<file path="src/shared/asr_pkg.sv">
// constants for the host-side controller of the 16k x 1 static memory
package asr_pkg;
  localparam int ADDR_W = 14;
  localparam int CLK_PERIOD_NS = 50;
  // bus-phase times in ns, as chosen for the slowest speed grade
  localparam int T_SETUP_NS = 50;
  localparam int T_STROBE_NS = 70;
  localparam int T_ACCESS_NS = 80;
  localparam int T_RECOVER_NS = 50;
  // least times round up to whole cycles, never below one
  localparam int SETUP_CYC = (T_SETUP_NS + CLK_PERIOD_NS - 1) / CLK_PERIOD_NS;
  localparam int STROBE_CYC = (T_STROBE_NS + CLK_PERIOD_NS - 1) / CLK_PERIOD_NS;
  localparam int ACCESS_CYC = (T_ACCESS_NS + CLK_PERIOD_NS - 1) / CLK_PERIOD_NS;
  localparam int RECOVER_CYC = (T_RECOVER_NS + CLK_PERIOD_NS - 1) / CLK_PERIOD_NS;
  localparam int CNT_W = 4;
  typedef enum logic [2:0] {
    ASR_IDLE,
    ASR_SETUP,
    ASR_STROBE,
    ASR_ACCESS,
    ASR_RECOVER
  } asr_state_t;
endpackage

</file>
<file path="src/rtl/asr_host.sv">
// host controller driving the 16k x 1 static memory over its pins
`timescale 1ns/10ps
module asr_host #(
  parameter int ADDR_W = asr_pkg::ADDR_W
) (
  input wire logic i_core_clk,
  input wire logic i_rst_n,
  input wire logic i_req_valid,
  input wire logic i_req_write,
  input wire logic [ADDR_W-1:0] i_req_addr,
  input wire logic i_req_wdata,
  output logic o_req_ready,
  output logic o_rsp_valid,
  output logic o_rsp_rdata,
  output logic [ADDR_W-1:0] o_word_select,
  output logic o_chip_en_n,
  output logic o_write_en_n,
  output logic o_data_in,
  input wire logic i_data_out,
  output logic o_powered_down
);
  // a phase count the timer cannot hold would wrap and cut the phase short
  if (ADDR_W != asr_pkg::ADDR_W) begin : g_bad_addr_w
    $error("address width must match the memory");
  end
  if (asr_pkg::SETUP_CYC < 1 || asr_pkg::STROBE_CYC < 1 ||
      asr_pkg::ACCESS_CYC < 1 || asr_pkg::RECOVER_CYC < 1) begin : g_bad_phase
    $error("every bus phase needs at least one cycle");
  end
  if (asr_pkg::SETUP_CYC > (1 << asr_pkg::CNT_W)) begin : g_bad_setup
    $error("setup count does not fit the phase timer");
  end
  if (asr_pkg::STROBE_CYC > (1 << asr_pkg::CNT_W)) begin : g_bad_strobe
    $error("strobe count does not fit the phase timer");
  end
  if (asr_pkg::ACCESS_CYC > (1 << asr_pkg::CNT_W)) begin : g_bad_access
    $error("access count does not fit the phase timer");
  end
  if (asr_pkg::RECOVER_CYC > (1 << asr_pkg::CNT_W)) begin : g_bad_recover
    $error("recover count does not fit the phase timer");
  end

  asr_pkg::asr_state_t state_q;
  logic write_q;
  logic take;
  logic read_end;
  logic chip_sel_d;
  logic write_sel_d;
  logic load;
  logic [asr_pkg::CNT_W-1:0] load_cnt;
  logic done;

  assign o_req_ready = (state_q == asr_pkg::ASR_IDLE);
  assign take = o_req_ready && i_req_valid;
  assign read_end = (state_q == asr_pkg::ASR_ACCESS) && done;

  always_comb begin
    load = 1'b0;
    load_cnt = '0;
    case (state_q)
      asr_pkg::ASR_IDLE: begin
        load = i_req_valid;
        load_cnt = asr_pkg::CNT_W'(asr_pkg::SETUP_CYC - 1);
      end
      asr_pkg::ASR_SETUP: begin
        load = done;
        load_cnt = write_q ? asr_pkg::CNT_W'(asr_pkg::STROBE_CYC - 1)
                           : asr_pkg::CNT_W'(asr_pkg::ACCESS_CYC - 1);
      end
      asr_pkg::ASR_STROBE, asr_pkg::ASR_ACCESS: begin
        load = done;
        load_cnt = asr_pkg::CNT_W'(asr_pkg::RECOVER_CYC - 1);
      end
      default: begin
        load = 1'b0;
        load_cnt = '0;
      end
    endcase
  end

  // one shared timer: phases never overlap, so one counter serves them all
  asr_phase_timer #(
    .WIDTH(asr_pkg::CNT_W)
  ) u_timer (
    .i_core_clk(i_core_clk),
    .i_rst_n(i_rst_n),
    .i_load(load),
    .i_count(load_cnt),
    .o_done(done)
  );

  // phases run strictly in order; a request is only taken in idle
  always_ff @(posedge i_core_clk or negedge i_rst_n) begin
    if (!i_rst_n) begin
      state_q <= asr_pkg::ASR_IDLE;
    end else begin
      case (state_q)
        asr_pkg::ASR_IDLE: begin
          if (i_req_valid) begin
            state_q <= asr_pkg::ASR_SETUP;
          end
        end
        asr_pkg::ASR_SETUP: begin
          if (done) begin
            state_q <= write_q ? asr_pkg::ASR_STROBE : asr_pkg::ASR_ACCESS;
          end
        end
        asr_pkg::ASR_STROBE, asr_pkg::ASR_ACCESS: begin
          if (done) begin
            state_q <= asr_pkg::ASR_RECOVER;
          end
        end
        asr_pkg::ASR_RECOVER: begin
          if (done) begin
            state_q <= asr_pkg::ASR_IDLE;
          end
        end
        default: begin
          state_q <= asr_pkg::ASR_IDLE;
        end
      endcase
    end
  end

  // kind of access, held until the next request is taken
  always_ff @(posedge i_core_clk or negedge i_rst_n) begin
    if (!i_rst_n) begin
      write_q <= 1'b0;
    end else if (take) begin
      write_q <= i_req_write;
    end
  end

  // pins launch at the take, a full setup phase before chip select falls,
  // so no enable edge ever shares a clock edge with an address change
  always_ff @(posedge i_core_clk or negedge i_rst_n) begin
    if (!i_rst_n) begin
      o_word_select <= '0;
      o_data_in <= 1'b0;
    end else if (take) begin
      o_word_select <= i_req_addr;
      o_data_in <= i_req_wdata;
    end
  end

  // in a write both enables fall together and rise together: write is the overlap; in a read write enable stays high
  always_comb begin
    chip_sel_d = 1'b0;
    write_sel_d = 1'b0;
    case (state_q)
      asr_pkg::ASR_SETUP: begin
        chip_sel_d = done;
        write_sel_d = done && write_q;
      end
      asr_pkg::ASR_STROBE: begin
        chip_sel_d = !done;
        write_sel_d = !done;
      end
      asr_pkg::ASR_ACCESS: begin
        chip_sel_d = !done;
        write_sel_d = 1'b0;
      end
      default: begin
        chip_sel_d = 1'b0;
        write_sel_d = 1'b0;
      end
    endcase
  end

  // chip select high outside an access keeps the memory powered down
  always_ff @(posedge i_core_clk or negedge i_rst_n) begin
    if (!i_rst_n) begin
      o_chip_en_n <= 1'b1;
    end else begin
      o_chip_en_n <= !chip_sel_d;
    end
  end

  // strobe never falls in a read; in a write it rises on the same edge as select
  always_ff @(posedge i_core_clk or negedge i_rst_n) begin
    if (!i_rst_n) begin
      o_write_en_n <= 1'b1;
    end else begin
      o_write_en_n <= !write_sel_d;
    end
  end

  // sample at end of access; full chip-select time always waited, since
  // whether the memory stayed selected cannot be relied on between requests
  always_ff @(posedge i_core_clk or negedge i_rst_n) begin
    if (!i_rst_n) begin
      o_rsp_valid <= 1'b0;
    end else begin
      o_rsp_valid <= read_end;
    end
  end

  // read bit holds until the next read completes
  always_ff @(posedge i_core_clk or negedge i_rst_n) begin
    if (!i_rst_n) begin
      o_rsp_rdata <= 1'b0;
    end else if (read_end) begin
      o_rsp_rdata <= i_data_out;
    end
  end

  // status mirrors the registered select, so it never glitches
  assign o_powered_down = o_chip_en_n;
endmodule

</file>
<file path="src/rtl/asr_phase_timer.sv">
// down-counter that times one bus phase
`timescale 1ns/10ps
module asr_phase_timer #(
  parameter int WIDTH = 4
) (
  input wire logic i_core_clk,
  input wire logic i_rst_n,
  input wire logic i_load,
  input wire logic [WIDTH-1:0] i_count,
  output logic o_done
);
  logic [WIDTH-1:0] cnt_q;

  if (WIDTH < 1) begin : g_bad_width
    $error("phase timer needs at least one bit");
  end

  always_ff @(posedge i_core_clk or negedge i_rst_n) begin
    if (!i_rst_n) begin
      cnt_q <= '0;
    end else if (i_load) begin
      cnt_q <= i_count;
    end else if (cnt_q != '0) begin
      cnt_q <= cnt_q - 1'b1;
    end
  end

  // count alone: the controller may load in the same cycle that it sees done
  assign o_done = (cnt_q == '0);
endmodule

</file>
<file path="config.mk">
export PLATFORM = sky130hd
export DESIGN_NAME = asr_host
export DESIGN_NICKNAME = d
export VERILOG_FILES = /design/src/shared/asr_pkg.sv /design/src/rtl/asr_host.sv /design/src/rtl/asr_phase_timer.sv
export SDC_FILE = /design/constraint.sdc
export NUM_CORES = 1
export LEC_CHECK = 0
export BUFFER_PORTS_ARGS = -buffer_cell sky130_fd_sc_hd__buf_4
export CORE_MARGIN = 3
export CORE_UTILIZATION = 30
export CTS_BUF_LIST = sky130_fd_sc_hd__clkbuf_8
export DETAILED_ROUTE_END_ITERATION = 8
export PLACE_DENSITY = 0.63
export RECOVER_POWER = 25
export REMOVE_ABC_BUFFERS = 1
export SLEW_MARGIN = 20
export SYNTH_ARGS = -nofsm -noshare
export SYNTH_HDL_FRONTEND = slang
export SYNTH_SLANG_ARGS = --single-unit
</file>
<file path="constraint.sdc">
create_clock -name i_core_clk -period 1.65 [get_ports i_core_clk]
set_input_delay 0.165 -clock i_core_clk [delete_from_list [all_inputs] [get_ports i_core_clk]]
set_output_delay 0.165 -clock i_core_clk [all_outputs]
set_load 0.02 [all_outputs]
</file>
==> flow_metrics.env <==
export IMPL_wl_per_cell_um=13.0
export IMPL_pwr_density_cell_nw_per_um2=2070
export IMPL_final_cell_area_sq_um=1670
export IMPL_antenna_found_initial=0
export IMPL_critPathSlowestCell="dfrtp_1"
export IMPL_relSlewSlack_pct=55.9
export IMPL_synth_edf_count=0
export IMPL_yosys_area_share_simple_pct=11.1
export IMPL_gp_congestion=0.822
export IMPL_end_kind="flop"
export IMPL_hold_viol_final=0
export IMPL_cp_num_buf_inv=2
export IMPL_dr_pass1_iters=4
export IMPL_worst_path_max_fanout=4
export IMPL_min_period_ns=1.71
export IMPL_rsz0062_at_grt="yes"
export IMPL_startpoint_type="flop"
export IMPL_setup_violations=4
export IMPL_syn_area_per_cell_sq_um=13.4
export IMPL_grt_ovfl_total=0
export IMPL_synth_compound_area_share_pct=5.48
export IMPL_synth_mux_area_share_pct=17.3
export IMPL_r2r_end="u_timer.cnt_q[0]"
export IMPL_drive_above_1_share_pct=60.0
export IMPL_ys_seq_area_share_pct=58.3
export IMPL_drt_iter0_markers=17
export IMPL_crit_family="simple AND/OR/NAND/NOR gates"
export IMPL_grt_use_total_pct=11.3
export IMPL_path_cells="inv_2 -> ha_4 -> or3b_4 -> buf_6 -> or3_1 -> a32oi_1"
export IMPL_clkTransAtPathRegs_ns=0.09
export IMPL_cts_root_buf="clkbuf_8"
export IMPL_r2r_slack_ns=-0.06
export IMPL_power_leakage_uw=0.000778
export IMPL_max_clock_freq_mhz=586
export IMPL_fin_crit_sh_pct=103
export IMPL_critPathRequiredTime_ns=1.84
export IMPL_first_global_vias=886
export IMPL_port_buffers=40
export IMPL_areaGrowthSynthToFinish_pct=43.9
export IMPL_htreeDepth=1
export IMPL_holdCritStartpoint="i_req_addr[12]"
export IMPL_via_per_inst=4.59
export IMPL_violations="negative setup slack"
export IMPL_ys_types=27
export IMPL_max_stage_delay_ns=0.40
export IMPL_syn_cell_area_sq_um=1160
export IMPL_regToRegStartpoint="u_timer.cnt_q[1]"
export IMPL_worst_slack_ns=-0.0568
export IMPL_synthCells=87
export IMPL_worst_hold_path_num_cells=2
export IMPL_die_w_um=68.3
export IMPL_ys_seq_elements=27
export IMPL_numCtsBuffers=3
export IMPL_hold_path_class="in -> reg"
export IMPL_synthTopCellsByArea="dfrtp_1 54%, mux2_2 16%, dfstp_2 4.5%"
export IMPL_placedCellCount=181
export IMPL_yosys_warnings=0
export IMPL_rows=22
export IMPL_synth_xor_area_share_pct=1.51
export IMPL_hold_end="o_word_select[12]"
export IMPL_tightest_slew_ns=0.661
export IMPL_cts_tree="done"
export IMPL_io_pins=41
export IMPL_worstSetupPathType="reg -> reg"
export IMPL_start_util_pct=31.5
export IMPL_nets=163
export IMPL_die_area_sq_um=4660
export IMPL_synthFlopType="dfrtp_1"
export IMPL_status="finished with violations"
export IMPL_ant_nets=0
export IMPL_cap_violations=0
export IMPL_synth_largest_area_cell="dfrtp_1"
export IMPL_insertion_delay_ns=0.27
export IMPL_fill_cells=361
export IMPL_hpwl_mm=1.78
export IMPL_clkSinkCount=27
export IMPL_drt_wl_total_mm=2.45
export IMPL_synth_top_family_by_area="multiplexers"
export IMPL_reg2regPathDepth=6
export IMPL_synth_top_area_share_pct=53.8
export IMPL_cts_buffer_depth=2
export IMPL_core_area_sq_um=3690
export IMPL_grt_max_degree=28
export IMPL_die_height_um=68.3
export IMPL_vias=862
export IMPL_skew_ns=0.00259
export IMPL_fin_cells=188
export IMPL_whs_ns=0.125
export IMPL_synthArstFlopShare_pct=100
export IMPL_grt_pass1_wl_mm=3.91
export IMPL_final_max_slew_viol_count=0
export IMPL_drc=0
export IMPL_power_uw=3460
export IMPL_ir_drop_uv=963
export IMPL_synthAdderAreaFrac_pct=2.15
export IMPL_arrival_ns=1.89
export IMPL_placement_cell_area_sq_um=1580
export IMPL_diodes=0
metrics by stage:
stage | utilization [%] | setup TNS (ns) | setup slack [ns]
5_1_grt | 45.4 | -0.426 | -0.110
3_3_place_gp | 42.9 | -0.105 | -0.0322
4_1_cts | 44.9 | -0.281 | -0.0651
3_5_place_dp | 42.9 | -0.321 | -0.117
2_1_floorplan | - | -0.117 | -0.0857
6_report | 45.4 | -0.166 | -0.0568
how the worst max path moves through the flow:
| stage | endpoint | startpoint | slack [ns] | cells past startpoint |
|---|---|---|---|---|
| finish | u_timer.cnt_q[0] | u_timer.cnt_q[1] | -0.06 | 6 |
| floorplan | o_rsp_rdata | u_timer.cnt_q[0] | -0.09 | 5 |
| global route | u_timer.cnt_q[0] | u_timer.cnt_q[1] | -0.11 | 6 |
| CTS | u_timer.cnt_q[0] | u_timer.cnt_q[0] | -0.07 | 6 |
| global placement | o_rsp_rdata | u_timer.cnt_q[0] | -0.03 | 5 |
| detailed placement | o_rsp_rdata | u_timer.cnt_q[0] | -0.12 | 5 |
worst register-to-register path, delay by kind of cell (launching register included):
family	cells	cell delay, ns
simple gates	2	0.70
fa+ha+maj	1	0.13
flops	1	0.40
buf+inv	2	0.21
compound gates	1	0.20
synth_stat cells, drive strengths merged (2+ instances only):
cell	count
or3	2
nor3	6
mux2	17
nand3	2
a21oi	2
nand2	4
o21ai	2
dfrtp	25
dfstp	2
xnor2	2
nand2b	3
ha	2
inv	3
buf	4
nor2	2
cell type report:
| class | count | area (sq um) | area share [%] |
|---|---|---|---|
| tap | 48 | 60.1 | 3.59 |
| multi-input combinational | 52 | 458 | 27.4 |
| inverter | 3 | 11.3 | 0.673 |
| clock buffer | 3 | 41.3 | 2.47 |
| clock inverter | 1 | 3.75 | 0.224 |
| timing repair buffer | 54 | 422 | 25.2 |
| sequential | 27 | 678 | 40.5 |
kinds of logic after synthesis:
family	count (synthesis)
AOI/OAI and AO/OA	9
xor gates and xnor gates	2
adders and majority gates	2
buffers and inverters	8
DFF	27
muxes	18
and+or+nand+nor	21
routing by layer:
metal | track usage, % | routed length (um)
met1 | 11.6 | 979
met2 | 21.5 | 1300
met3 | 2.96 | 131
met4 | 4.47 | 40
met5 | 0 | 0
state kept, by name (all words and copies together) (netlist names):
register       count
o_write_en_n       1
o_rsp_rdata        1
state_q            3
o_word_select     14
u_timer.cnt_q      4
write_q            1
o_data_in          1
o_rsp_valid        1
o_chip_en_n        1
power by group:
group / switching [uW] / internal [uW] / total (uW)
combinational: 876 / 1010 / 1880
clock: 191 / 167 / 358
sequential: 219 / 999 / 1220
repair_timing:
action                                 4_1_cts  5_1_grt
pin swaps                                    4        2
resized for setup                            3        5
endpoints found under the hold margin       25        0
hold buffers                                 1        0
setup endpoints to repair                    5        8
setup buffers                                1        1
cells in the final DEF (no fill, tap or decap), types with 2 or more instances in the layout:
master | netlist | routed
buf_4 | 3 | 50
clkbuf_8 | 0 | 3
dfrtp_1 | 25 | 25
dfstp_2 | 2 | 2
inv_1 | 3 | 2
inv_2 | 0 | 2
mux2_2 | 17 | 17
nand2_1 | 4 | 4
nand2b_1 | 3 | 3
nand3_1 | 2 | 2
nor2_1 | 2 | 2
nor3_1 | 5 | 4
xnor2_1 | 2 | 2
(Power assumes the default switching activity.)
